## src/hw/sda_params.svh

```systemverilog
// constants for the sampling delay adjust block
`ifndef SDA_PARAMS_SVH
`define SDA_PARAMS_SVH
`define SDA_ADDR_W 12
`define SDA_OFF_ADJUST 12'h2B5
`define SDA_OFF_RAMP 12'h2B8
`define SDA_ADJUST_RESET 24'h000000
`define SDA_RAMP_RESET 8'h00
`define SDA_INV_BIT 16
`define SDA_COARSE_HI 15
`define SDA_COARSE_LO 8
`define SDA_FINE_HI 7
`define SDA_FINE_LO 0
`define SDA_RAMP_EN_BIT 0
`define SDA_RAMP_RATE_BIT 1
`define SDA_STEP_PERIOD 384
`define SDA_SLOW_STEP 8'h01
`define SDA_FAST_STEP 8'h04
`define SDA_APPLY_LIMIT 1536
`endif

```

## src/hw/sda_pkg.sv

```systemverilog
// types for the sampling delay adjust block
package sda_pkg;
  typedef enum logic [2:0] {
    SDA_IDLE = 3'b001,
    SDA_WAIT = 3'b010,
    SDA_STEP = 3'b100
  } sda_state_e;
endpackage

```

## src/hw/sda_step_timer.sv

```systemverilog
// free-running step period timer for the coarse ramp
`timescale 1ns/1ps
`include "sda_params.svh"
module sda_step_timer #(
  parameter int PERIOD = `SDA_STEP_PERIOD
) (
  // clock and reset
  input wire logic clk,
  input wire logic rst,
  // control
  input wire logic restart,
  output logic tick
);
  localparam int CW = $clog2(PERIOD);
  logic [CW-1:0] cnt_r;
  logic [CW-1:0] cnt_nxt;

  initial
  begin
    if (PERIOD < 2) $error("period must be at least 2");
  end

  always_comb
  begin
    tick = (cnt_r == CW'(PERIOD - 1));
    if (restart || tick)
      cnt_nxt = '0;
    else
      cnt_nxt = cnt_r + CW'(1);
  end

  always_ff @(posedge clk)
  begin
    if (rst)
      cnt_r <= '0;
    else
      cnt_r <= cnt_nxt;
  end
endmodule

```

## src/hw/sda_delay_adjust.sv

```systemverilog
// sampling aperture delay adjust registers and coarse ramp engine
//
// Contract
// 24-bit adjust register at 0x2B5, resets zero
// invert bit set inverts sampling clock
// coarse code applies only without calibration
// fine code applies only without calibration
// software keeps invert bit while cal/link run
// software steps coarse at most four codes
// software preferably steps coarse one code
// fine code applies immediately at any time
// 8-bit ramp control at 0x2B8, resets zero
// ramp moves 1 or 4 codes per 384
// no ramp: applied within 1536 cycles
// calibration enabled: applied values from result
// applied coarse held apart, no overshoot
// reserved bits read zero, writes ignored
`timescale 1ns/1ps
`include "sda_params.svh"
module sda_delay_adjust #(
  parameter int STEP_PERIOD = `SDA_STEP_PERIOD,
  parameter int CODE_W = 8
) (
  // clock and reset
  input wire logic clk,
  input wire logic rst,
  // configuration port
  input wire logic [`SDA_ADDR_W-1:0] cfg_addr,
  input wire logic cfg_wr,
  input wire logic cfg_rd,
  input wire logic [23:0] cfg_wdata,
  output logic [23:0] cfg_rdata,
  // calibration and link state
  input wire logic ref_calibration_enable,
  input wire logic [16:0] ref_calibration_result,
  input wire logic serial_link_enable,
  input wire logic converter_cal_enable,
  // applied delay to the analog line
  output logic sample_clock_invert,
  output logic [CODE_W-1:0] coarse_delay_code,
  output logic [CODE_W-1:0] fine_delay_code,
  output logic ramp_busy
);
  initial
  begin
    if (CODE_W != 8) $error("code width must be 8");
    if (STEP_PERIOD * 4 > `SDA_APPLY_LIMIT) $error("step period too long");
  end

  function automatic logic hit(input logic [`SDA_ADDR_W-1:0] a, input logic [`SDA_ADDR_W-1:0] o);
    hit = (a == o);
  endfunction

  ////////////////////////////////////////////////////////////////////////////
  // registers
  logic inv_r, inv_nxt;
  logic [7:0] tgt_r, tgt_nxt;
  logic [7:0] fine_r, fine_nxt;
  logic ren_r, ren_nxt;
  logic rrate_r, rrate_nxt;
  logic [23:0] rdata_r, rdata_nxt;

  always_comb
  begin
    inv_nxt = inv_r;
    tgt_nxt = tgt_r;
    fine_nxt = fine_r;
    ren_nxt = ren_r;
    rrate_nxt = rrate_r;
    rdata_nxt = rdata_r;
    if (cfg_wr && hit(cfg_addr, `SDA_OFF_ADJUST))
    begin
      inv_nxt = cfg_wdata[`SDA_INV_BIT];
      tgt_nxt = cfg_wdata[`SDA_COARSE_HI:`SDA_COARSE_LO];
      fine_nxt = cfg_wdata[`SDA_FINE_HI:`SDA_FINE_LO];
    end
    if (cfg_wr && hit(cfg_addr, `SDA_OFF_RAMP))
    begin
      ren_nxt = cfg_wdata[`SDA_RAMP_EN_BIT];
      rrate_nxt = cfg_wdata[`SDA_RAMP_RATE_BIT];
    end
    if (cfg_rd)
    begin
      rdata_nxt = 24'h000000;
      if (hit(cfg_addr, `SDA_OFF_ADJUST))
        rdata_nxt = {7'h00, inv_r, tgt_r, fine_r};
      else if (hit(cfg_addr, `SDA_OFF_RAMP))
        rdata_nxt = {22'h0, rrate_r, ren_r};
    end
  end

  always_ff @(posedge clk)
  begin
    if (rst)
    begin
      inv_r <= 1'(`SDA_ADJUST_RESET >> `SDA_INV_BIT);
      tgt_r <= 8'(`SDA_ADJUST_RESET >> `SDA_COARSE_LO);
      fine_r <= 8'(`SDA_ADJUST_RESET >> `SDA_FINE_LO);
      ren_r <= 1'(`SDA_RAMP_RESET >> `SDA_RAMP_EN_BIT);
      rrate_r <= 1'(`SDA_RAMP_RESET >> `SDA_RAMP_RATE_BIT);
      rdata_r <= 24'h000000;
    end
    else
    begin
      inv_r <= inv_nxt;
      tgt_r <= tgt_nxt;
      fine_r <= fine_nxt;
      ren_r <= ren_nxt;
      rrate_r <= rrate_nxt;
      rdata_r <= rdata_nxt;
    end
  end
  assign cfg_rdata = rdata_r;

  ////////////////////////////////////////////////////////////////////////////
  // coarse ramp engine
  // without ramping the applied code follows the target a cycle later, far inside
  // the settle limit; during a ramp the timer runs free so steps stay evenly spaced
  sda_pkg::sda_state_e st_r, st_nxt;
  logic [7:0] app_r, app_nxt;
  logic tick;
  logic restart;
  logic [7:0] step;
  logic [8:0] diff_up, diff_dn;

  sda_step_timer #(.PERIOD(STEP_PERIOD)) u_timer (.clk(clk), .rst(rst), .restart(restart),
    .tick(tick));

  always_comb
  begin
    st_nxt = st_r;
    app_nxt = app_r;
    restart = 1'b0;
    step = rrate_r ? `SDA_FAST_STEP : `SDA_SLOW_STEP;
    diff_up = {1'b0, tgt_r} - {1'b0, app_r};
    diff_dn = {1'b0, app_r} - {1'b0, tgt_r};
    case (st_r)
      sda_pkg::SDA_IDLE:
      begin
        if (tgt_r != app_r)
        begin
          if (!ren_r)
            app_nxt = tgt_r;
          else
          begin
            restart = 1'b1;
            st_nxt = sda_pkg::SDA_WAIT;
          end
        end
      end
      sda_pkg::SDA_WAIT:
      begin
        if (!ren_r)
        begin
          app_nxt = tgt_r;
          st_nxt = sda_pkg::SDA_IDLE;
        end
        else if (tick)
          st_nxt = sda_pkg::SDA_STEP;
      end
      sda_pkg::SDA_STEP:
      begin
        // clamp to target so a 4-code step never overshoots
        if (tgt_r > app_r)
          app_nxt = (diff_up[7:0] < step) ? tgt_r : app_r + step;
        else if (tgt_r < app_r)
          app_nxt = (diff_dn[7:0] < step) ? tgt_r : app_r - step;
        st_nxt = (app_nxt != tgt_r) ? sda_pkg::SDA_WAIT : sda_pkg::SDA_IDLE;
      end
      default:
        st_nxt = sda_pkg::SDA_IDLE;
    endcase
  end

  always_ff @(posedge clk)
  begin
    if (rst)
    begin
      st_r <= sda_pkg::SDA_IDLE;
      app_r <= 8'h00;
    end
    else
    begin
      st_r <= st_nxt;
      app_r <= app_nxt;
    end
  end

  ////////////////////////////////////////////////////////////////////////////
  // applied outputs; software keeps cal/link glitch rules (see) (see) (see)
  logic inv_o_r, inv_o_nxt;
  logic [7:0] crs_o_r, crs_o_nxt, fin_o_r, fin_o_nxt;

  always_comb
  begin
    if (ref_calibration_enable)
    begin
      inv_o_nxt = ref_calibration_result[`SDA_INV_BIT];
      crs_o_nxt = ref_calibration_result[`SDA_COARSE_HI:`SDA_COARSE_LO];
      fin_o_nxt = ref_calibration_result[`SDA_FINE_HI:`SDA_FINE_LO];
    end
    else
    begin
      inv_o_nxt = inv_r;
      crs_o_nxt = app_r;
      fin_o_nxt = fine_r;
    end
  end

  always_ff @(posedge clk)
  begin
    if (rst)
    begin
      inv_o_r <= 1'b0;
      crs_o_r <= 8'h00;
      fin_o_r <= 8'h00;
    end
    else
    begin
      inv_o_r <= inv_o_nxt;
      crs_o_r <= crs_o_nxt;
      fin_o_r <= fin_o_nxt;
    end
  end
  assign sample_clock_invert = inv_o_r;
  assign coarse_delay_code = crs_o_r;
  assign fine_delay_code = fin_o_r;
  assign ramp_busy = (st_r != sda_pkg::SDA_IDLE);
endmodule

```

## config.mk

```make
export PLATFORM = sky130hd
export DESIGN_NAME = sda_delay_adjust
export DESIGN_NICKNAME = d
export VERILOG_FILES = /design/src/hw/sda_pkg.sv /design/src/hw/sda_step_timer.sv /design/src/hw/sda_delay_adjust.sv
export VERILOG_INCLUDE_DIRS = /design/src /design/src/hw
export SDC_FILE = /design/constraint.sdc
export NUM_CORES = 1
export LEC_CHECK = 0
export ABC_AREA = 1
export BUFFER_PORTS_ARGS = -buffer_cell sky130_fd_sc_hd__buf_2
export CAP_MARGIN = 20
export CORE_MARGIN = 1
export CORE_UTILIZATION = 55
export CTS_CLUSTER_SIZE = 16
export DETAILED_ROUTE_END_ITERATION = 16
export GPL_TIMING_DRIVEN = 0
export PLACE_DENSITY = 0.91
export SETUP_SLACK_MARGIN = 0.05
export SLEW_MARGIN = 15
export SYNTH_ARGS = -nofsm -noshare
export SYNTH_HDL_FRONTEND = slang
export SYNTH_SLANG_ARGS = --single-unit
export TNS_END_PERCENT = 10
```

## constraint.sdc

```tcl
create_clock -name clk -period 3.25 [get_ports clk]
set_input_delay 0.65 -clock clk [delete_from_list [all_inputs] [get_ports clk]]
set_output_delay 0.65 -clock clk [all_outputs]
set_load 0.02 [all_outputs]
```

-- After elaboration in Yosys (flattened, before gate mapping)
Index checks and enable logic that the tools add are counted.
- bits in writable memories: 0
- latch bits: 0
- memories kept: 0
- bits in read-only memories: 0
- register bits after elaboration: 80
- input bits: 60
- multipliers: 0
- reductions and logical operators: 7
- add/sub/neg operators: 5
- shift-type cells: 0
- equal/unequal tests: 12
- magnitude comparators: 4
- mux-type cells: 23
- bitwise operators: 0
- div/mod/pow operators: 0
- operators with widths (kind ; number):
    $mux W8 ; 9
    $eq A12 B10 Y1 const B ; 2
    $pmux W8 S3 ; 1
    $mux W17 ; 1
    $lt A8 B3 Y1 ; 2
    $ne A8 B8 Y1 ; 2
    $sub A8 B8 Y8 ; 2
    $mux W3 ; 5
    $add A9 B1 Y9 const B ; 1
    $eq A9 B9 Y1 const B ; 1
    $pmux W3 S3 ; 1
    $add A8 B3 Y8 ; 1
    $gt A8 B8 Y1 ; 1
    $lt A8 B8 Y1 ; 1
    $sub A8 B3 Y8 ; 1
    $mux W1 ; 4
    $mux W2 ; 2
    $ne A2 B2 Y1 const B ; 2
    $eq A3 B1 Y1 const B ; 1
    $eq A3 B2 Y1 const B ; 1
    $eq A3 B3 Y1 const B ; 1
    $ne A3 B1 Y1 const B ; 1
    $ne A3 B3 Y1 const B ; 1
    $reduce_and A3 Y1 ; 1
    other kinds (5) ; 6

-- Depth between registers and ports, before layout
Gate-level depths: netlist of the first run.
- depth in word-level cells: 9
- gate-level depth with buffers: 23
- gate-level depth less buffers: 23

-- Cells and area by module
From an unflattened synthesis of the first run, not the netlist that was laid out.
- cell total of the unflattened synthesis: 716
- area total of the unflattened synthesis: 4808.4 um^2
- by module, submodules not included (module ; cells each ; sequential area each (um^2) ; times used ; area an instance (um^2)):
    sda_delay_adjust ; 658 ; 1281.2 ; 1 ; 4384.2
    sda_step_timer ; 58 ; 180.2 ; 1 ; 424.2

-- Worst setup path after synthesis of the first run
OpenSTA, ideal clock, no wires.
- path type: flip-flop to flip-flop
- start: reg tgt_r[0]
- end: reg st_r[1]
- clock period less this slack: 2802 ps
- setup slack: 448 ps
- required time: 3132 ps
- data arrival time: 2685 ps
- stages on the path, launching flop included: 19
- setup time: 118 ps
- cells stage by stage: dfxtp_1 > inv_1 > ha_1 > fa_1 > xnor2_1 > ha_1 > nand2_1 > a21boi_1 > nand3b_1 > nor2_4 > nand2_4 > o21ai_0 > nand2_1 > nand3_1 > nand3_2 > nor2_2 > nand2_1 > nand2_1 > a21oi_2
- word-level cells in the longest chain between the ends: 9
- elaborated cells between the ends (all ways): 17
- those cells by class: add/sub: 2; order compare: 4; eq/ne: 3; mux: 7; reduce/logical: 1
- RTL lines (element ; line ; RTL):
    from (decl) ; sda_delay_adjust.sv:57 ; logic [7:0] tgt_r, tgt_nxt;
    from (signal assigned) ; sda_delay_adjust.sv:97 ; tgt_r <= 8'(`SDA_ADJUST_RESET >> `SDA_COARSE_LO);
    from (signal assigned) ; sda_delay_adjust.sv:106 ; tgt_r <= tgt_nxt;
    $sub A8 B8 Y8 ; sda_delay_adjust.sv:136 ; diff_dn = {1'b0, app_r} - {1'b0, tgt_r};
    $lt A8 B3 Y1 ; sda_delay_adjust.sv:167 ; app_nxt = (diff_dn[7:0] < step) ? tgt_r : app_r - step;
    $mux W8 ; sda_delay_adjust.sv:167 ;
    $mux W8 ; sda_delay_adjust.sv:166 ; else if (tgt_r < app_r)
    $mux W8 ; sda_delay_adjust.sv:164 ; if (tgt_r > app_r)
    $mux W8 ; sda_delay_adjust.sv:137 ; case (st_r)
    $ne A8 B8 Y1 ; sda_delay_adjust.sv:168 ; st_nxt = (app_nxt != tgt_r) ? sda_pkg::SDA_WAIT : sda_pkg::SDA_IDLE;
    $mux W2 ; sda_delay_adjust.sv:168 ;
    $pmux W3 S3 ; sda_delay_adjust.sv:137 ;
    to (signal assigned) ; sda_delay_adjust.sv:179 ; st_r <= sda_pkg::SDA_IDLE;
    to (signal assigned) ; sda_delay_adjust.sv:184 ; st_r <= st_nxt;
    to (decl) ; sda_delay_adjust.sv:119 ; sda_pkg::sda_state_e st_r, st_nxt;
Several ways; a longest one is shown, not always the timed one. The select of a mux whose other input is x is not followed.
A chain may end at the register's enable or synchronous reset.

-- Worst setup path in the final report of the first run
- start: reg app_r[0]
- end: reg st_r[1]
- word-level cells in the longest chain between the ends: 9
- elaborated cells between the ends (all ways): 19
- those cells by class: add/sub: 4; order compare: 4; eq/ne: 3; mux: 7; reduce/logical: 1
- RTL lines (element ; line ; RTL):
    from (decl) ; sda_delay_adjust.sv:120 ; logic [7:0] app_r, app_nxt;
    from (signal assigned) ; sda_delay_adjust.sv:185 ; app_r <= app_nxt;
    $sub A8 B8 Y8 ; sda_delay_adjust.sv:136 ;
    $lt A8 B3 Y1 ; sda_delay_adjust.sv:167 ;
    $mux W8 ; sda_delay_adjust.sv:167 ;
    $mux W8 ; sda_delay_adjust.sv:166 ;
    $mux W8 ; sda_delay_adjust.sv:164 ;
    $mux W8 ; sda_delay_adjust.sv:137 ;
    $ne A8 B8 Y1 ; sda_delay_adjust.sv:168 ;
    $mux W2 ; sda_delay_adjust.sv:168 ;
    $pmux W3 S3 ; sda_delay_adjust.sv:137 ;
Several ways; a longest one is shown, not always the timed one. The select of a mux whose other input is x is not followed.

==> reports/metrics.csv, run 1 <==
stage,metric,value,unit
worst_setup_path,crit_chain,buf_4 -> ha_4 -> fa_2 -> xnor2_2 -> ha_1 -> nand2_1 -> a21boi_2 -> nand3b_1 -> nor2_4 -> buf_6 -> nand3_1 -> nand3_2 -> nand4_1 -> nand2_1 -> nand3_2 -> nor2_4 -> nand2_1 -> nand2_1 -> a21oi_2,
power_and_ir_drop,power,1.75,mW
floorplanning,dieArea,0.00901,mm²
clocking,insertion_delay,350,ps
global_routing,track_usage,30.5,%
route,wire_per_inst,15.4,µm
yosys,ys_warn_count,0,
min_path,hold_class,flop to flop,
worst_setup_path,required,3500,ps
run,maxCapViolations,0,
worst_setup_path,path_class,flop to flop,
layout,nets,882,
floorplanning,io_pins,102,
sta,slew_violations,0,
yosys,synthesis.area,0.00475,mm²
yosys,muxShareOfSynthArea,0,%
power_and_ir_drop,p_sw_share,28.4,%
yosys,yosysMostFrequentCell,nand2_1,
power_and_ir_drop,leakagePower,2.68,nW
floorplanning,placementRows,33,
outcome,status,finished clean,
yosys,synth_common_cells,"nand2_1 (145), nand3_1 (79), dfxtp_1 (73)",
power_and_ir_drop,clkPwrFrac,38.3,%
clocking,cts.sinks,73,
route,drt_iter0_markers,399,
sta,clock_skew,13.3,ps
yosys,yosys.cell_types.count,39,
worst_setup_path,cpMaxStageDelayCell,fa_2,
sta,worst_slew_pin_slew,593,ps
sta,post-route-period-util,97.6,%
placement,dp_hpwl,10300,µm
min_path,min_path_cells,1,
sta,hold-worst-slack,464,ps
worst_setup_path,startpoint_type,flop,
yosys,yosys.area_share.simple,39.8,%
layout,drive_above_1_share,24.5,%
route,drc,0,
worst_setup_path,crit_path_end_kind,flop,
placement,port-buffer-count,82,
sta,setup-violations-final,0,
worst_setup_path,r2r_cells,19,
sta,fmaxAchievable,315,MHz
floorplanning,core_area,0.00830,mm²
yosys,avgSynthCellArea,6.90,µm²
global_routing,grt_max_degree,16,
clocking,cts_buffer_depth,2,
route,routed_wl,13900,µm
clocking,cts_buffers,9,
yosys,seq_area_frac_synth,30.8,%
layout,antenna_cells,0,
layout,syn_to_final_growth,20.3,%
yosys,yosysTopAreaCell,dfxtp_1,
global_routing,grt_pass1_vias,4622,
power_and_ir_drop,p_switching,0.498,mW
route,final_antenna_net_count,0,
min_path,min_to,u_timer.cnt_r[0]$_SDFF_PP0_,
sta,period_minus_slack,3170,ps
power_and_ir_drop,p_per_area,307,mW/mm²
worst_setup_path,cp_common_cell,nand2_1,
worst_setup_path,r2r_slack,80,ps
yosys,synthFlopType,dfxtp_1,
min_path,worstHoldStart,u_timer.cnt_r[0]$_SDFF_PP0_,
yosys,synth_top_area_share,30.8,%
global_routing,antenna_found_initial,0,
power_and_ir_drop,p_int,1.25,mW
yosys,synth_edf_count,0,
yosys,synth_xor_xnor_area_share,2.40,%
sta,hold_viol,0,
layout,fillers,656,
floorplanning,dieWidth,94.9,µm
worst_setup_path,critPathMaxStageDelay,400,ps
clocking,htree_levels,3,
clocking,path_clk_slew,90,ps
worst_setup_path,cp_data_arrival_time,3430,ps
floorplanning,die_y,94.9,µm
route,vias,5181,
yosys,synth-compound-area-share,10.3,%
power_and_ir_drop,ir_worst_vdd,0.288,mV
clocking,cts_tree,done,
floorplanning,initial_core_util,57.2,%
route,vias_per_cell,5.72,
worst_setup_path,crit_fanout,4,
clocking,ctsHoldBuffers,0,
yosys,ys_ff_latch,73,
power_and_ir_drop,combPwrFrac,9.5,%
route,drtPass1Iterations,5,
global_routing,grt_pass1_wl,21400,µm
worst_setup_path,r2r_end,st_r[1]$_SDFFE_PP0P_,
yosys,async_reset_ff_share,0,%
placement,place.gp.congestion,0.934,
yosys,synth_top_family_by_area,simple AND/OR/NAND/NOR gates,
yosys,synth_adder_area_share,7.17,%
worst_setup_path,r2r_start,app_r[0]$_SDFFE_PP0P_,
power_and_ir_drop,pwr-share-seq,52.2,%
yosys,ys_top_cells_by_area,"dfxtp_1 (31%), nand2_1 (11%), nand3_1 (8.3%)",
yosys,netlist_instances,688,
sta,max_slew_margin,60.3,%
global_routing,grt_overflow_total,0,
clocking,cts_root_buf,clkbuf_8,
## what timing repair did
action                     in CTS  in global routing
setup endpoints to repair       2                  7
gates resized for setup         5                 32
pin swaps                       2                 14
buffers inserted                4                  4
cloned                          0                  1
## power by group through the flow
stage | logic, mW | registers (mW) | clock network (mW)
after global routing | 0.182 | 0.917 | 0.720
final | 0.166 | 0.915 | 0.670
after global placement | 0.155 | 0.938 | 0
after detailed placement | 0.160 | 0.939 | 0
after CTS | 0.162 | 0.918 | 0.671
after floorplan | 0.0799 | 0.954 | 0
## stage by stage
step                      instances  TNS [ps]  area (µm²)  utilization [%]  setup slack, ps
after global placement          881         0        5310             64.0             29.0
after floorplan                 694         0        4770                -              448
final                           906         0        5710             68.8             78.1
after detailed placement        881     -56.8        5310             64.0            -56.8
after CTS                       901         0        5550             66.8             58.8
after global routing            906     -71.6        5710             68.8            -61.6
## sequential cells by signal, summed over array words and instances, names as in the netlist
name / cells
app_r: 8
rrate_r: 1
u_timer.cnt_r: 9
sample_clock_invert: 1
inv_r: 1
tgt_r: 8
coarse_delay_code: 8
st_r: 3
fine_r: 8
ren_r: 1
cfg_rdata: 17
fine_delay_code: 8
## kinds of logic after synthesis
kind of cell	count (synthesis)
AO/OA/AOI/OAI	84
flip-flops	73
buffers and inverters	105
other	1
adder cells (fa/ha/maj)	26
AND/OR/NAND/NOR	386
XOR/XNOR	13
## cell usage in the layout (no fill, tap or decap), types with 2 or more instances in the layout
cell / Yosys / final
a211oi_1: 4 / 4
a21oi_1: 43 / 42
a21oi_2: 2 / 3
a21oi_4: 2 / 2
and3_1: 2 / 2
buf_2: 0 / 82
buf_4: 9 / 14
buf_6: 2 / 4
clkbuf_1: 17 / 17
clkbuf_8: 0 / 9
clkinv_1: 5 / 5
clkinvlp_4: 0 / 3
conb_1: 1 / 7
dfxtp_1: 73 / 67
dfxtp_2: 0 / 2
dfxtp_4: 0 / 4
fa_2: 0 / 2
ha_1: 24 / 21
ha_4: 0 / 3
inv_1: 65 / 62
inv_2: 5 / 8
inv_6: 0 / 3
nand2_1: 145 / 143
nand2_2: 14 / 16
nand2_4: 4 / 5
nand3_1: 79 / 74
nand3_2: 15 / 20
nand3b_1: 4 / 4
nand4_1: 15 / 15
nor2_1: 59 / 57
nor2_2: 2 / 3
nor2_4: 1 / 2
nor2_8: 3 / 3
nor3_1: 38 / 38
nor3b_1: 2 / 2
o211ai_1: 10 / 10
o21ai_0: 21 / 21
xnor2_2: 0 / 2
xor2_1: 10 / 10
## layer usage
layer | track usage [%] | vias up | routed length (µm)
met4 | 11.5 | 0 | 561
met1 | 37.8 | 2350 | 5560
met3 | 5.39 | 61 | 1120
li1 | - | 2479 | -
met5 | 0 | - | 0
met2 | 52.3 | 291 | 6670
## worst max path at each step
stage,startpoint,end,slack [ps],cells after the start
floorplan,tgt_r[0]$_SDFFE_PP0P_,st_r[1]$_SDFFE_PP0P_,450,18
global placement,app_r[0]$_SDFFE_PP0P_,st_r[1]$_SDFFE_PP0P_,30,19
detailed placement,tgt_r[0]$_SDFFE_PP0P_,st_r[1]$_SDFFE_PP0P_,-60,20
CTS,tgt_r[0]$_SDFFE_PP0P_,st_r[1]$_SDFFE_PP0P_,60,20
global route,app_r[0]$_SDFFE_PP0P_,st_r[1]$_SDFFE_PP0P_,-60,20
finish,app_r[0]$_SDFFE_PP0P_,st_r[1]$_SDFFE_PP0P_,80,19
## final cells by class
type / instances / area, µm² / share of cell area, %
multi-input cells: 517 / 2980 / 52.2
flip-flops and latches: 73 / 1480 / 25.9
repair buffers: 90 / 490 / 8.59
inverters: 75 / 282 / 4.93
plain buffers: 30 / 165 / 2.89
well taps: 105 / 131 / 2.30
clock buffers: 9 / 124 / 2.17
clock inverters: 7 / 60.1 / 1.05
## worst max-delay path: cells and delay by family (launching register included)
family                   cells  cell delay [ps]
XOR/XNOR                     1              150
adder cells (fa/ha/maj)      3              860
AO/OA/AOI/OAI                2              200
AND/OR/NAND/NOR             11             1190
flip-flops                   1              360
buffers and inverters        2              300
Note: power is estimated with default switching activity, not from simulation.
==> inputs of run 2 (changes only) <==
- ABC_AREA: 1 -> not set
- CORE_UTILIZATION: 55 -> 50
- PLACE_DENSITY: 0.91 -> 0.71
==> reports/metrics.csv, run 2 <==
stage,metric,value,unit
outcome,status,"finished, violations left",
outcome,violations,setup timing,
layout,nets,786,
clocking,cts_buffers,9,
clocking,cts_tree,done,
yosys,async_reset_ff_share,0,%
yosys,ys_ff_latch,73,
clocking,htree_levels,3,
worst_setup_path,required,3480,ps
sta,setup-violations-final,9,
layout,antenna_cells,0,
layout,regArea,0.00149,mm²
route,vias_per_cell,5.92,
layout,fillers,831,
sta,hold_viol,0,
worst_setup_path,crit_start,tgt_r[0]$_SDFFE_PP0P_,
floorplanning,core_area,0.00920,mm²
floorplanning,placementRows,35,
worst_setup_path,crit_path_end_kind,flop,
global_routing,grt_overflow_total,0,
placement,port-buffer-count,84,
power_and_ir_drop,leakagePower,2.43,nW
layout,largest_reg_flops,17,
yosys,yosysTopAreaCell,dfxtp_1,
sta,slew_violations,0,
layout,drive_above_1_share,26.5,%
sta,rsz0062_at_grt,true,
layout,syn_to_final_growth,24.5,%
yosys,yosysMostFrequentCell,dfxtp_1,
placement,dp_slack,-1020,ps
power_and_ir_drop,p_sw_share,44.4,%
run,maxCapViolations,0,
min_path,hold_class,flop to flop,
route,wire_per_inst,17.7,µm
yosys,synthFlopType,dfxtp_1,
worst_setup_path,crit_chain,inv_2 -> ha_4 -> fa_2 -> xnor2_2 -> ha_1 -> a221o_1 -> a2111oi_4 -> o2111a_1 -> buf_6 -> a221o_2 -> o211ai_2 -> a21o_1 -> a2111oi_4 -> a31oi_2 -> o21a_1,
yosys,ys_top_cells_by_area,"dfxtp_1 (31%), a21oi_1 (7.6%), ha_1 (6.4%)",
worst_setup_path,critPathMaxStageDelay,380,ps
worst_setup_path,startpoint_type,flop,
global_routing,grt_pass1_vias,4624,
yosys,yosys.cell_types.count,71,
global_routing,grt_pass1_wl,22700,µm
worst_setup_path,crit_fanout,7,
min_path,worstHoldStart,u_timer.cnt_r[0]$_SDFF_PP0_,
route,vias,4827,
placement,dp_hpwl,10600,µm
placement,place.gp.congestion,0.980,
worst_setup_path,cp_common_cell,a2111oi_4,
worst_setup_path,r2r_cells,15,
power_and_ir_drop,combPwrFrac,61.5,%
power_and_ir_drop,ir_worst_vdd,0.317,mV
sta,max_slew_margin,38.5,%
floorplanning,io_pins,102,
power_and_ir_drop,p_per_area,798,mW/mm²
global_routing,grt_max_degree,14,
sta,fmaxAchievable,276,MHz
clocking,cts.sinks,73,
layout,multiInputGateArea,0.00319,mm²
layout,final_common_cell,buf_2,
power_and_ir_drop,pwr-share-seq,20.5,%
route,routed_wl,14400,µm
clocking,cts_buffer_depth,2,
worst_setup_path,r2r_start,tgt_r[0]$_SDFFE_PP0P_,
floorplanning,initial_core_util,51.3,%
worst_setup_path,crit_cells,15,
yosys,seq_area_frac_synth,30.9,%
sta,period_minus_slack,3620,ps
yosys,synth_top_area_share,30.9,%
power_and_ir_drop,clkPwrFrac,18.0,%
route,drtPass1Iterations,5,
route,drt_iter0_markers,363,
layout,fin_cells,816,
yosys,avgSynthCellArea,8.00,µm²
floorplanning,dieArea,0.00984,mm²
yosys,synth_common_cells,"dfxtp_1 (73), a21oi_1 (72), nand2_1 (63)",
worst_setup_path,r2r_slack,-370,ps
power_and_ir_drop,p_int,2.61,mW
sta,clock_skew,16.8,ps
power_and_ir_drop,p_switching,2.08,mW
clocking,path_clk_slew,90,ps
layout,final_cell_mix,"buf_2 (87), a21oi_1 (68), nand2_1 (63), dfxtp_1 (63), nor2_1 (57)",
worst_setup_path,cp_top_family,compound AO/OA/AOI/OAI gates,
clocking,ctsHoldBuffers,0,
global_routing,antenna_found_initial,0,
yosys,ys_warn_count,0,
global_routing,track_usage,29.3,%
worst_setup_path,cpMaxStageDelayCell,dfxtp_4,
route,drc,0,
placement,place.detailed.instances,792,
worst_setup_path,cp_data_arrival_time,3850,ps
floorplanning,dieWidth,99.2,µm
yosys,synthesis.area,0.00472,mm²
worst_setup_path,timing.critical_path.buf_inv,2,
route,final_antenna_net_count,0,
sta,setup_ws,-367,ps
min_path,min_path_cells,1,
yosys,netlist_instances,590,
sta,worst_slew_pin_slew,914,ps
clocking,cts_root_buf,clkbuf_8,
sta,post-route-period-util,111,%
worst_setup_path,path_class,flop to flop,
floorplanning,die_y,99.2,µm
clocking,insertion_delay,350,ps
yosys,synth_edf_count,0,
-- run 2: cell count changes after synthesis, moves of 15 or more --
cell      change
nand3_2      -15
a21oi_1      +29
nand3_1      -50
mux2i_1      +25
nand2b_1     +27
nor3_1       -29
nand2_1      -82
inv_1        -42
-- run 2: repair_timing --
action                     CTS  global route
resized for setup           27            15
setup endpoints to repair   10            10
pin swaps                   14             7
buffers inserted             9             0
-- run 2: per-stage QoR --
stage	utilization (%)	TNS, ps	power [mW]	area (µm²)	hold slack (ps)
floorplan	-	-80.3	2.76	4810	430
global placement	58.3	-6900	3.29	5370	445
detailed placement	58.4	-5340	3.33	5370	456
CTS	63.0	-1940	4.50	5800	472
global route	63.9	-3570	4.91	5880	487
finish	63.9	-2110	4.69	5880	468
-- run 2: power by group through the flow --
stage | Combinational, mW | Clock, mW | Sequential (mW)
final | 2.88 | 0.845 | 0.962
after CTS | 2.68 | 0.855 | 0.960
after detailed placement | 2.35 | 0 | 0.983
after floorplan | 1.77 | 0 | 0.988
after global routing | 3.06 | 0.885 | 0.966
after global placement | 2.31 | 0 | 0.983
-- run 2: final timing paths --
path / to
worst min-delay path: u_timer.cnt_r[0]$_SDFF_PP0_
worst min register to register: u_timer.cnt_r[0]$_SDFF_PP0_
worst max-delay path: st_r[1]$_SDFFE_PP0P_
worst max register to register: st_r[1]$_SDFFE_PP0P_
-- run 2: per-layer routing --
layer  up-vias  track usage, %  wire length [µm]
met1      2270            39.2              6350
met4         0            11.7               386
met5         -               0                 0
met2       209            47.6              6750
met3        33            4.43               932
li1       2315               -                 -
-- run 2: kinds of logic (layout without fill, tap and decap cells) --
family	count (synthesis)	count (layout)	share of synthesized area, %
muxes	25	25	5.30
AOI/OAI and AO/OA	162	162	23.4
xor gates and xnor gates	18	18	3.34
DFF	73	73	30.9
and+or+nand+nor	224	224	23.3
buffers and inverters	61	170	6.36
other	1	7	0.0794
adders and majority gates	26	26	7.21
-- run 2: cell type report --
| type | count | share of cell area [%] |
|---|---|---|
| Timing Repair Buffer | 94 | 8.60 |
| Sequential cell | 73 | 25.4 |
| Buffer | 36 | 3.79 |
| Tap cell | 111 | 2.36 |
| Multi-Input combinational cell | 462 | 54.2 |
| Clock inverter | 5 | 1.40 |
| Clock buffer | 11 | 2.60 |
| Inverter | 24 | 1.64 |
==> inputs of run 3 (changes only) <==
- ABC_AREA: not set -> 1
==> reports/metrics.csv, run 3 (synthesis results as in run 1) <==
stage,metric,value,unit
layout,final_cell_mix,"nand2_1 (144), buf_2 (82), nand3_1 (75)",
global_routing,grt_max_degree,14,
layout,final_common_cell,nand2_1,
clocking,cts_tree,done,
power_and_ir_drop,p_switching,0.463,mW
global_routing,track_usage,26.0,%
placement,dp_hpwl,10000,µm
floorplanning,die_y,99.5,µm
floorplanning,initial_core_util,51.4,%
floorplanning,placementRows,35,
global_routing,antenna_found_initial,0,
power_and_ir_drop,pwr-share-seq,50.0,%
power_and_ir_drop,p_per_area,320,mW/mm²
worst_setup_path,startpoint_type,flop,
layout,syn_to_final_growth,20.4,%
layout,drive_above_1_share,23.8,%
clocking,cts_buffer_depth,2,
placement,place.detailed.instances,905,
placement,port-buffer-count,82,
sta,setup-violations-final,0,
placement,dp_slack,-80.3,ps
global_routing,grt_overflow_total,0,
power_and_ir_drop,clkPwrFrac,41.2,%
power_and_ir_drop,combPwrFrac,8.8,%
placement,place_area,0.00534,mm²
sta,hold_viol,0,
route,vias_per_cell,5.35,
sta,setup_ws,148,ps
clocking,cts.sinks,73,
clocking,cts_root_buf,clkbuf_8,
layout,fin_cells,931,
floorplanning,core_area,0.00924,mm²
floorplanning,io_pins,102,
worst_setup_path,r2r_slack,150,ps
layout,postLayoutCellArea,0.00572,mm²
power_and_ir_drop,ir_worst_vdd,0.249,mV
worst_setup_path,crit_fanout,7,
layout,largest_reg_flops,17,
worst_setup_path,crit_path_end_kind,flop,
worst_setup_path,cp_data_arrival_time,3340,ps
layout,nets,883,
min_path,hold_class,flop to flop,
global_routing,grt_pass1_vias,4455,
sta,setup-tns-final,0,ps
sta,post-route-period-util,95.4,%
power_and_ir_drop,power,1.83,mW
route,drc,0,
route,drtPass1Iterations,7,
clocking,path_clk_slew,80,ps
floorplanning,dieArea,0.00989,mm²
route,vias,4978,
sta,fmaxAchievable,322,MHz
clocking,insertion_delay,350,ps
sta,period_minus_slack,3100,ps
outcome,status,finished clean,
sta,hold-worst-slack,465,ps
placement,place.gp.congestion,0.909,
power_and_ir_drop,p_int,1.36,mW
power_and_ir_drop,leakagePower,2.66,nW
clocking,ctsHoldBuffers,0,
power_and_ir_drop,p_sw_share,25.3,%
sta,max_slew_margin,60.9,%
sta,worst_slew_pin_slew,585,ps
run,maxCapViolations,0,
route,routed_wl,12900,µm
floorplanning,dieWidth,99.5,µm
sta,clock_skew,11.2,ps
layout,antenna_cells,0,
route,drt_iter0_markers,332,
route,final_antenna_net_count,0,
clocking,htree_levels,3,
clocking,cts_buffers,9,
sta,rsz0062_at_grt,false,
global_routing,grt_pass1_wl,20500,µm
worst_setup_path,path_class,flop to flop,
layout,post-route-util,61.9,%
route,wire_per_inst,13.9,µm
worst_setup_path,required,3480,ps
sta,slew_violations,0,
==> run 3: final cells by class <==
type                       count  area [µm²]
tap                          129         161
inverter                      75         285
sequential                    73        1480
timing repair buffer          91         478
multi-input combinational    517        2930
fill                         861        3520
clock inverter                 5        62.6
buffer                        30         165
clock buffer                  11         151
==> run 3: path summary, 6_finish.rpt <==
check	start	to	cells after the start
max reg2reg	tgt_r[0]$_SDFFE_PP0P_	st_r[1]$_SDFFE_PP0P_	20
max	tgt_r[0]$_SDFFE_PP0P_	st_r[1]$_SDFFE_PP0P_	20
min	cfg_rdata[15]$_SDFFE_PP0P_	cfg_rdata[15]$_SDFFE_PP0P_	2
min reg2reg	cfg_rdata[15]$_SDFFE_PP0P_	cfg_rdata[15]$_SDFFE_PP0P_	2
==> run 3: power by group through the flow <==
| stage | logic, mW | registers (mW) | clock network (mW) |
|---|---|---|---|
| after floorplan | 0.0799 | 0.954 | 0 |
| after global placement | 0.155 | 0.938 | 0 |
| after detailed placement | 0.158 | 0.939 | 0 |
| after CTS | 0.159 | 0.918 | 0.761 |
| after global routing | 0.178 | 0.917 | 0.808 |
| final | 0.160 | 0.914 | 0.753 |
==> run 3: worst max-delay path, stage by stage, from the launching register on <==
cell,delay (ps)
dfxtp_4,390
inv_2,70
ha_2,200
fa_2,350
xnor2_1,130
ha_1,270
nand2_1,70
a21boi_1,150
nand3b_1,140
nor2_4,280
nand2_4,120
nand2_1,70
o21ai_0,80
nand2_1,110
nand2_2,70
nand2_1,70
nand3_2,100
nor2_4,140
nand2_1,60
nand2_1,70
a21oi_2,50
==> run 3: layer usage <==
metal	GRT usage (%)	vias up	part of all wire, %
met2	44.3	211	47
met1	32.8	2247	42
met4	10.7	0	3.5
li1	-	2481	-
met5	0	-	0
met3	3.87	39	7.1
==> run 3: what timing repair did <==
item                                    4_1_cts  5_1_grt
gates cloned                                  0        1
setup buffers                                 2        7
pin swaps                                     1        6
endpoints found under the setup margin        2        2
gates resized for setup                       5       22
